File: config.mk
export PLATFORM = sky130hd
export DESIGN_NAME = rtcc_top
export DESIGN_NICKNAME = d
export VERILOG_FILES = /design/src/rtcc_pkg.sv /design/src/rtcc_top.sv
export SDC_FILE = /design/constraint.sdc
export NUM_CORES = 1
export LEC_CHECK = 0
export BUFFER_PORTS_ARGS = -buffer_cell sky130_fd_sc_hd__buf_2
export CORE_UTILIZATION = 50
export DETAILED_ROUTE_END_ITERATION = 6
export PLACE_DENSITY = 0.74
export SYNTH_ARGS = -nofsm -noshare
export SYNTH_HDL_FRONTEND = slang
export SYNTH_SLANG_ARGS = --single-unit
File: constraint.sdc
create_clock -name CLK -period 3.3 [get_ports CLK]
set_input_delay 0.66 -clock CLK [delete_from_list [all_inputs] [get_ports CLK]]
set_output_delay 0.66 -clock CLK [all_outputs]
set_load 0.1 [all_outputs]
File: src/rtcc_pkg.sv
// constants shared by the real-time clock control block
`default_nettype none
package rtcc_pkg;
  // register indices on the plain register port
  localparam logic [2:0] ADDR_CTRL1 = 3'h0;
  localparam logic [2:0] ADDR_EVT_EN = 3'h1;
  localparam logic [2:0] ADDR_CSEL = 3'h2;
  localparam logic [2:0] ADDR_FLAGS = 3'h3;
  localparam logic [2:0] ADDR_SECONDS = 3'h4;
  localparam logic [2:0] ADDR_HOURS = 3'h5;
  // clock_run_format_control fields
  localparam int RUN_BIT = 7;
  localparam int FMT24_BIT = 6;
  localparam int PM_BIT = 5;
  localparam int SRST_BIT = 4;
  localparam logic [7:0] CTRL1_WMASK = 8'hF0;
  localparam logic [7:0] CTRL1_SRST_MASK = 8'h10;
  localparam logic [7:0] CTRL1_RESET = 8'h00;
  localparam logic [7:0] EVT_EN_RESET = 8'h00;
  // clock_source_select fields
  localparam int OSEL_LSB = 4;
  localparam logic [7:0] CSEL_WMASK = 8'h7F;
  localparam logic [7:0] CSEL_RESET = 8'h08;
  localparam logic [3:0] SRC_WATCH = 4'h8;
  // event positions, shared by enable and flag registers
  localparam int EV_OVF = 7;
  localparam int EV_WEEK = 6;
  localparam int EV_DAY = 5;
  localparam int EV_HOUR = 4;
  localparam int EV_MIN = 3;
  localparam int EV_SEC = 2;
  localparam int EV_HALF = 1;
  localparam int EV_QTR = 0;
  // calendar limits
  localparam logic [1:0] WATCH_DIV_LAST = 2'h3;
  localparam logic [5:0] SEC_LAST = 6'd59;
  localparam logic [5:0] MIN_LAST = 6'd59;
  localparam logic [4:0] HR12_LAST = 5'd11;
  localparam logic [4:0] HR24_LAST = 5'd23;
  localparam logic [2:0] WDAY_LAST = 3'd6;
  localparam logic [7:0] FRC_LAST = 8'hFF;
  // quarter second in watch-clock/4 ticks
  localparam int QTR_DIV_DEFAULT = 2048;

  // last prescaler count for each free-running source
  function automatic logic [12:0] frc_div_last(input logic [3:0] sel);
    case (sel)
      4'h0: frc_div_last = 13'h0007;
      4'h1: frc_div_last = 13'h001F;
      4'h2: frc_div_last = 13'h007F;
      4'h3: frc_div_last = 13'h00FF;
      4'h4: frc_div_last = 13'h01FF;
      4'h5: frc_div_last = 13'h07FF;
      4'h6: frc_div_last = 13'h0FFF;
      default: frc_div_last = 13'h1FFF;
    endcase
  endfunction
endpackage
`default_nettype wire

File: src/rtcc_top.sv
// real-time clock control, clock select and event flags
//
// How it works
// - run bit 7 of control 1 stops counting at 0, runs at 1.
// - hour-format bit 0 gives 12-hour mode, hours count 0 to 11.
// - hour-format bit 1 gives 24-hour mode, hours count 0 to 23.
// - in 12-hour mode bit 5 reads 0 mornings, 1 afternoons.
// - soft-reset bit 4 holds everything in reset except clock select, the clock output divider and itself.
// - bits 3 to 0 of control 1 always read 0.
// - an enabled periodic event sets its flag in the event flag register.
// - enable register bits 7..0: overflow, week, day, hour, minute, 1s, 0.5s, 0.25s.
// - overflow enable works only in free-running mode; overflow raises its event.
// - any source but watch/4 turns the unit into an 8-bit free-running counter.
// - run bit starts and stops the free-running counter too.
// - in free-running mode the seconds register reads the counter.
// - source codes 0000..0111 pick system clock /8,/32,/128,/256,/512,/2048,/4096,/8192.
// - source code 1000 selects watch clock /4 and calendar mode; reset value.
// - output select: 000 /4, 010 /8, 100 /16, xx1 watch clock, when pin enabled.
// - divided system clock is output only in active or sleep mode.
// - bit 7 of clock select always reads 0.
// - flags never clear by themselves; software writes 0 to clear one.
// - the weekly event occurs when the day-of-week count reaches 0.
`timescale 1ns/100ps
`default_nettype none
module rtcc_top #(
  parameter int QTR_DIV = rtcc_pkg::QTR_DIV_DEFAULT
) (
  input wire logic CLK,
  input wire logic SYS_RST,
  input wire logic [2:0] REG_ADDR,
  input wire logic [7:0] REG_WDATA,
  input wire logic REG_WR,
  input wire logic REG_RD,
  output logic [7:0] REG_RDATA,
  input wire logic WATCH_TICK,
  input wire logic PORT_MODE_CLKOUT,
  input wire logic ACTIVE_OR_SLEEP,
  output logic CLOCK_OUTPUT_PIN,
  output logic [7:0] EVENT_FLAGS
);
  import rtcc_pkg::*;

  localparam logic [10:0] QTR_LAST = 11'(QTR_DIV - 1);

  ////////////////////////////////////////////////////////////////////////////
  // state
  logic [7:0] ctrl1_reg, ctrl1_next;
  logic [7:0] evt_en_reg, evt_en_next;
  logic [7:0] csel_reg, csel_next;
  logic [7:0] flags_reg, flags_next;
  logic [1:0] wdiv_reg, wdiv_next;
  logic [10:0] qcnt_reg, qcnt_next;
  logic [1:0] qphase_reg, qphase_next;
  logic [5:0] sec_reg, sec_next;
  logic [5:0] min_reg, min_next;
  logic [4:0] hour_reg, hour_next;
  logic [2:0] wday_reg, wday_next;
  logic [12:0] pdiv_reg, pdiv_next;
  logic [7:0] frc_reg, frc_next;
  logic [4:0] odiv_reg, odiv_next;
  logic wlvl_reg, wlvl_next;
  logic pin_reg, pin_next;
  logic [7:0] rdata_reg, rdata_next;

  logic srst, run, fmt24, rtc_mode, pm_flip;
  logic [7:0] ev_vec;
  logic [2:0] osel;
  logic wr_ctrl1, wr_evt_en, wr_csel, wr_flags;

  // decoded controls
  assign srst = ctrl1_reg[SRST_BIT];
  assign run = ctrl1_reg[RUN_BIT];
  assign fmt24 = ctrl1_reg[FMT24_BIT];
  assign rtc_mode = (csel_reg[3:0] == SRC_WATCH);
  assign osel = csel_reg[OSEL_LSB+2:OSEL_LSB];

  // address decode for writes
  always_comb begin
    wr_ctrl1 = 1'b0;
    wr_evt_en = 1'b0;
    wr_csel = 1'b0;
    wr_flags = 1'b0;
    if (REG_WR && REG_ADDR == ADDR_CTRL1) begin
      wr_ctrl1 = 1'b1;
    end else if (REG_WR && REG_ADDR == ADDR_EVT_EN) begin
      wr_evt_en = 1'b1;
    end else if (REG_WR && REG_ADDR == ADDR_CSEL) begin
      wr_csel = 1'b1;
    end else if (REG_WR && REG_ADDR == ADDR_FLAGS) begin
      wr_flags = 1'b1;
    end
  end

  ////////////////////////////////////////////////////////////////////////////
  // timekeeping and free-running counter next state
  always_comb begin
    wdiv_next = wdiv_reg;
    qcnt_next = qcnt_reg;
    qphase_next = qphase_reg;
    sec_next = sec_reg;
    min_next = min_reg;
    hour_next = hour_reg;
    wday_next = wday_reg;
    pdiv_next = pdiv_reg;
    frc_next = frc_reg;
    ev_vec = 8'h00;
    pm_flip = 1'b0;
    if (srst) begin
      wdiv_next = '0;
      qcnt_next = '0;
      qphase_next = '0;
      sec_next = '0;
      min_next = '0;
      hour_next = '0;
      wday_next = '0;
      pdiv_next = '0;
      frc_next = '0;
    // calendar advances only while running; watch/4
    end else if (rtc_mode && run && WATCH_TICK) begin
      wdiv_next = wdiv_reg + 2'h1;
      if (wdiv_reg == WATCH_DIV_LAST && qcnt_reg == QTR_LAST) begin
        qcnt_next = '0;
        qphase_next = qphase_reg + 2'h1;
        ev_vec[EV_QTR] = 1'b1;
        ev_vec[EV_HALF] = qphase_reg[0];
        ev_vec[EV_SEC] = (qphase_reg == 2'h3);
      end else if (wdiv_reg == WATCH_DIV_LAST) begin
        qcnt_next = qcnt_reg + 11'h001;
      end
      if (ev_vec[EV_SEC]) begin
        sec_next = (sec_reg >= SEC_LAST) ? 6'h00 : sec_reg + 6'h01;
        ev_vec[EV_MIN] = (sec_reg >= SEC_LAST);
      end
      if (ev_vec[EV_MIN]) begin
        min_next = (min_reg >= MIN_LAST) ? 6'h00 : min_reg + 6'h01;
        ev_vec[EV_HOUR] = (min_reg >= MIN_LAST);
      end
      if (ev_vec[EV_HOUR]) begin
        if (fmt24) begin
          hour_next = (hour_reg >= HR24_LAST) ? 5'h00 : hour_reg + 5'h01;
          ev_vec[EV_DAY] = (hour_reg >= HR24_LAST);
        end else begin
          hour_next = (hour_reg >= HR12_LAST) ? 5'h00 : hour_reg + 5'h01;
          pm_flip = (hour_reg >= HR12_LAST);
          ev_vec[EV_DAY] = pm_flip && ctrl1_reg[PM_BIT];
        end
      end
      if (ev_vec[EV_DAY]) begin
        wday_next = (wday_reg >= WDAY_LAST) ? 3'h0 : wday_reg + 3'h1;
        ev_vec[EV_WEEK] = (wday_reg >= WDAY_LAST);
      end
    // counter runs only with run bit; prescaler
    end else if (!rtc_mode && run) begin
      if (pdiv_reg >= frc_div_last(csel_reg[3:0])) begin
        pdiv_next = '0;
        frc_next = frc_reg + 8'h01;
        ev_vec[EV_OVF] = (frc_reg == FRC_LAST);
      end else begin
        pdiv_next = pdiv_reg + 13'h0001;
      end
    end
  end

  ////////////////////////////////////////////////////////////////////////////
  // software registers next state
  always_comb begin
    ctrl1_next = ctrl1_reg;
    evt_en_next = evt_en_reg;
    csel_next = csel_reg;
    flags_next = flags_reg;
    // bit 7 of clock select never stored
    if (wr_csel) begin
      csel_next = REG_WDATA & CSEL_WMASK;
    end
    // only soft-reset survives; software clears it
    if (srst) begin
      ctrl1_next = (wr_ctrl1 ? REG_WDATA : ctrl1_reg) & CTRL1_SRST_MASK;
      evt_en_next = EVT_EN_RESET;
      flags_next = 8'h00;
    end else begin
      if (wr_ctrl1) begin
        ctrl1_next = REG_WDATA & CTRL1_WMASK;
      end else if (pm_flip) begin
        ctrl1_next[PM_BIT] = ~ctrl1_reg[PM_BIT];
      end
      if (wr_evt_en) begin
        evt_en_next = REG_WDATA;
      end
      // written zeros clear, nothing else does
      if (wr_flags) begin
        flags_next = flags_reg & REG_WDATA;
      end
      // enabled events set flags, set wins over clear
      flags_next = flags_next | (ev_vec & evt_en_reg);
    end
  end

  ////////////////////////////////////////////////////////////////////////////
  // clock output and read data next state
  always_comb begin
    odiv_next = odiv_reg + 5'h01;
    wlvl_next = WATCH_TICK ? ~wlvl_reg : wlvl_reg;
    pin_next = 1'b0;
    rdata_next = 8'h00;
    // pin enabled by port mode; xx1 follows watch clock
    if (!PORT_MODE_CLKOUT) begin
      pin_next = 1'b0;
    end else if (osel[0]) begin
      pin_next = wlvl_reg;
    // divided clock only in active or sleep
    end else if (ACTIVE_OR_SLEEP) begin
      case (osel[2:1])
        2'h0: pin_next = odiv_reg[1];
        2'h1: pin_next = odiv_reg[2];
        2'h2: pin_next = odiv_reg[3];
        default: pin_next = odiv_reg[4];
      endcase
    end
    // register reads, unmapped give zero
    if (REG_RD) begin
      if (REG_ADDR == ADDR_CTRL1) begin
        rdata_next = ctrl1_reg & CTRL1_WMASK;
      end else if (REG_ADDR == ADDR_EVT_EN) begin
        rdata_next = evt_en_reg;
      end else if (REG_ADDR == ADDR_CSEL) begin
        rdata_next = csel_reg & CSEL_WMASK;
      end else if (REG_ADDR == ADDR_FLAGS) begin
        rdata_next = flags_reg;
      end else if (REG_ADDR == ADDR_SECONDS) begin
        rdata_next = rtc_mode ? {2'b00, sec_reg} : frc_reg;
      end else if (REG_ADDR == ADDR_HOURS) begin
        rdata_next = {3'b000, hour_reg};
      end
    end
  end

  ////////////////////////////////////////////////////////////////////////////
  // registers; calendar values are held through a system reset only
  // by software, so they all start from zero here
  always_ff @(posedge CLK) begin
    if (SYS_RST) begin
      ctrl1_reg <= CTRL1_RESET;
      evt_en_reg <= EVT_EN_RESET;
      csel_reg <= CSEL_RESET;
      flags_reg <= 8'h00;
      wdiv_reg <= '0;
      qcnt_reg <= '0;
      qphase_reg <= '0;
      sec_reg <= '0;
      min_reg <= '0;
      hour_reg <= '0;
      wday_reg <= '0;
      pdiv_reg <= '0;
      frc_reg <= '0;
      odiv_reg <= '0;
      wlvl_reg <= 1'b0;
      pin_reg <= 1'b0;
      rdata_reg <= 8'h00;
    end else begin
      ctrl1_reg <= ctrl1_next;
      evt_en_reg <= evt_en_next;
      csel_reg <= csel_next;
      flags_reg <= flags_next;
      wdiv_reg <= wdiv_next;
      qcnt_reg <= qcnt_next;
      qphase_reg <= qphase_next;
      sec_reg <= sec_next;
      min_reg <= min_next;
      hour_reg <= hour_next;
      wday_reg <= wday_next;
      pdiv_reg <= pdiv_next;
      frc_reg <= frc_next;
      odiv_reg <= odiv_next;
      wlvl_reg <= wlvl_next;
      pin_reg <= pin_next;
      rdata_reg <= rdata_next;
    end
  end

  // outputs straight from flip-flops
  assign REG_RDATA = rdata_reg;
  assign CLOCK_OUTPUT_PIN = pin_reg;
  assign EVENT_FLAGS = flags_reg;
endmodule // rtcc_top
`default_nettype wire

==> impl_metrics.tcl <==
set metrics [dict create \
    run_status "completed" \
    buffer_ports.inserted 34 \
    final_period_minus_worst_setup_slack_ps 2592 \
    cts-hold-fix-buffers 0 \
    clock-sinks 98 \
    max_slew_margin_pct 39.39 \
    placeableCoreArea_um2 9684 \
    kind_of_critical_path "reg -> reg" \
    post-synth-top-area-cell "sky130_fd_sc_hd__dfxtp_1" \
    cellPowerDensity_nw_per_um2 397.5 \
    place.detailed.hpwl_um 8672 \
    first_global_vias 3952 \
    syn_nets 638 \
    final_design_area_no_fill_um2 5451 \
    placed_cell_area_um2 5241 \
    worstSetupStartpointType "flop" \
    cts_buffers 9 \
    most_common_library_cells_after_synthesis "98 x sky130_fd_sc_hd__dfxtp_1, 72 x sky130_fd_sc_hd__nand2_1, 57 x sky130_fd_sc_hd__nor2_1" \
    synth.cell_area_um2 4974 \
    tns_ps 0 \
    finish.net_count 658 \
    grt_start_max_net_pins 47 \
    cap_violations 0 \
    gpl.final_weighted_congestion 0.9362 \
    initial_antenna_violation_count 0 \
    holdCritPathClass "reg -> reg" \
    synth-adder-area-share_pct 5.031 \
    synthXorXnorAreaFrac_pct 5.459 \
    worstPathRequired_ps 3550 \
    clock_tree.htree_level_count 3 \
    largest_cells_by_area_after_synthesis "sky130_fd_sc_hd__dfxtp_1 39%, sky130_fd_sc_hd__a21oi_1 5.4%, sky130_fd_sc_hd__nand2_1 5.4%" \
    tightest_slew_ps 909.2 \
    clk_root_buffer_cell "sky130_fd_sc_hd__clkbuf_8" \
    average_wire_length_per_cell_after_detail_routing_um 15.77 \
    via_count 4453 \
    floorplan.initialDensity_pct 51.36 \
    worst_skew_pair.late_latency_ps 400 \
    die_height_um 101.7 \
    finalPower_uw 2167 \
    async_reset_ff_share_pct 0 \
    maximum_achievable_frequency_mhz 385.8 \
    worstPathArrival_ps 2840 \
    finalHoldViolCount 0 \
    synth_mux_area_share_pct 5.031 \
    sequential_standard_cell_area_um2 1962 \
    tritoncts "built" \
    critical_path.endpoint_type "flop" \
    setup_repair_after_global_routing_missed_its_margin "no" \
    synth_top_family_by_area "simple AND/OR/NAND/NOR gates" \
    layout_worst_path_cycle_share_pct 78.55 \
    drive_gt1_share_pct 12.16 \
    first_iter_violations 261 \
    largest_register_ff_count 13 \
    cts.path.max_buffers 2 \
    horiz_die_dim_um 101.7 \
    io-pin-count 35 \
    count_of_final_setup_violators 0 \
    synth_seq_cells 98 \
    synth.top_cell.area_share_pct 39.45 \
    synth_enable_flop_cells 0 \
    yosysWarnings 0 \
    via_per_inst 5.875 \
    overflow 0 \
    totalWireLength_um 11960 \
    ant_nets 0 \
    multi_input_comb_area_um2 2838 \
    synth_top_flop_cell "sky130_fd_sc_hd__dfxtp_1" \
    synthesized_area_per_cell_um2 8.289 \
    synth_simple_gate_area_share_pct 26.57 \
    post_cts.repair.setup_buffers 0 \
    insertedDiodeCount 0 \
    synth_most_common_cell "sky130_fd_sc_hd__dfxtp_1" \
    number_of_pins_exceeding_their_max_slew_limit_in_the_final_report 0 \
    clkTransAtPathRegs_ps 110 \
    row_count 36 \
    die_area_um2 10350 \
    drcViolationCount 0 \
    synth.yosys.seq_area_share_pct 39.45 \
    flow.area_growth_from_synthesis_pct 9.610 \
    firstDrtPassIters 4 \
    p_leak_uw 0.002010 \
    timing.critical_path.fanout_max 11 \
    postSynthCellCount 600 \
    utilization_pct 56.29 \
    grt_use_total_pct 24.31 \
    fillCellCount 889 \
    yosys.cell_types.count 59 \
    irDropWorstVdd_v 0.0002896 \
    cts_resized 0 \
    synth_compound_gate_area_share_pct 14.97 \
    grt_pass1_wl_um 19400 \
    skew_ps 15.84 \
]
## critical path, cell delays in order, from the launching register on
cell and delay (ps):
sky130_fd_sc_hd__dfxtp_1 530, sky130_fd_sc_hd__nor4b_2 510, sky130_fd_sc_hd__and3_1 440, sky130_fd_sc_hd__nand2_1 140, sky130_fd_sc_hd__o31ai_1 710, sky130_fd_sc_hd__nor2_1 110
## cell type report
type	instances	area share, %
clock buffer	10	2.525
tap	133	3.053
sequential	98	35.99
inverter	10	0.6885
clock inverter	6	1.331
timing repair buffer	43	4.361
multi-input combinational	458	52.05
## power breakdown
part / switching [uW] / internal [uW]
Sequential: 12.3 / 1190
Clock: 449 / 380
Combinational: 89.6 / 42.9
## cell families (layout without fill, tap and decap cells)
logic type	count (synthesis)	after routing
flip-flops	98	98
buffers and inverters	44	69
AO/OA/AOI/OAI	123	123
XOR/XNOR	31	31
multiplexers	22	22
adder cells (fa/ha/maj)	20	20
AND/OR/NAND/NOR	262	262
## layout by cell type (no fill, tap or decap), types with 14 or more instances in the layout
cell type | netlist | routed
sky130_fd_sc_hd__dfxtp_1 | 98 | 98
sky130_fd_sc_hd__nand2_1 | 72 | 72
sky130_fd_sc_hd__nor2_1 | 57 | 57
sky130_fd_sc_hd__a21oi_1 | 54 | 54
sky130_fd_sc_hd__nand3_1 | 39 | 39
sky130_fd_sc_hd__buf_2 | 6 | 34
sky130_fd_sc_hd__xor2_1 | 20 | 20
sky130_fd_sc_hd__ha_1 | 20 | 20
sky130_fd_sc_hd__o21ai_0 | 18 | 18
sky130_fd_sc_hd__nand4_1 | 17 | 17
sky130_fd_sc_hd__mux2i_1 | 16 | 16
sky130_fd_sc_hd__nor3_1 | 14 | 14
## stage by stage
step	std cells	setup WS [ps]	hold slack, ps
3_5_place_dp	742	739.0	433.2
2_1_floorplan	600	949.8	402.4
3_3_place_gp	742	890.2	416.0
6_report	758	707.7	448.4
4_1_cts	758	716.4	456.3
5_1_grt	758	428.9	482.3
## routing by layer
layer,vias to the layer above,share of wire [%],GRT usage [%]
li1,2202,-,-
met1,2121,45,31.86
met2,111,48,38.51
met3,19,4.8,6.349
met4,0,2.0,8.807
met5,-,0,0
## path summary, 6_finish.rpt
check	startpoint	to	slack, ps	cells past startpoint
max	csel_reg[3]	qcnt_reg[7]	710	5
min	odiv_reg[0]	odiv_reg[0]	450	1
max reg2reg	csel_reg[3]	qcnt_reg[7]	710	5
min reg2reg	odiv_reg[0]	odiv_reg[0]	450	1
Power figures use the tool's default switching activity.
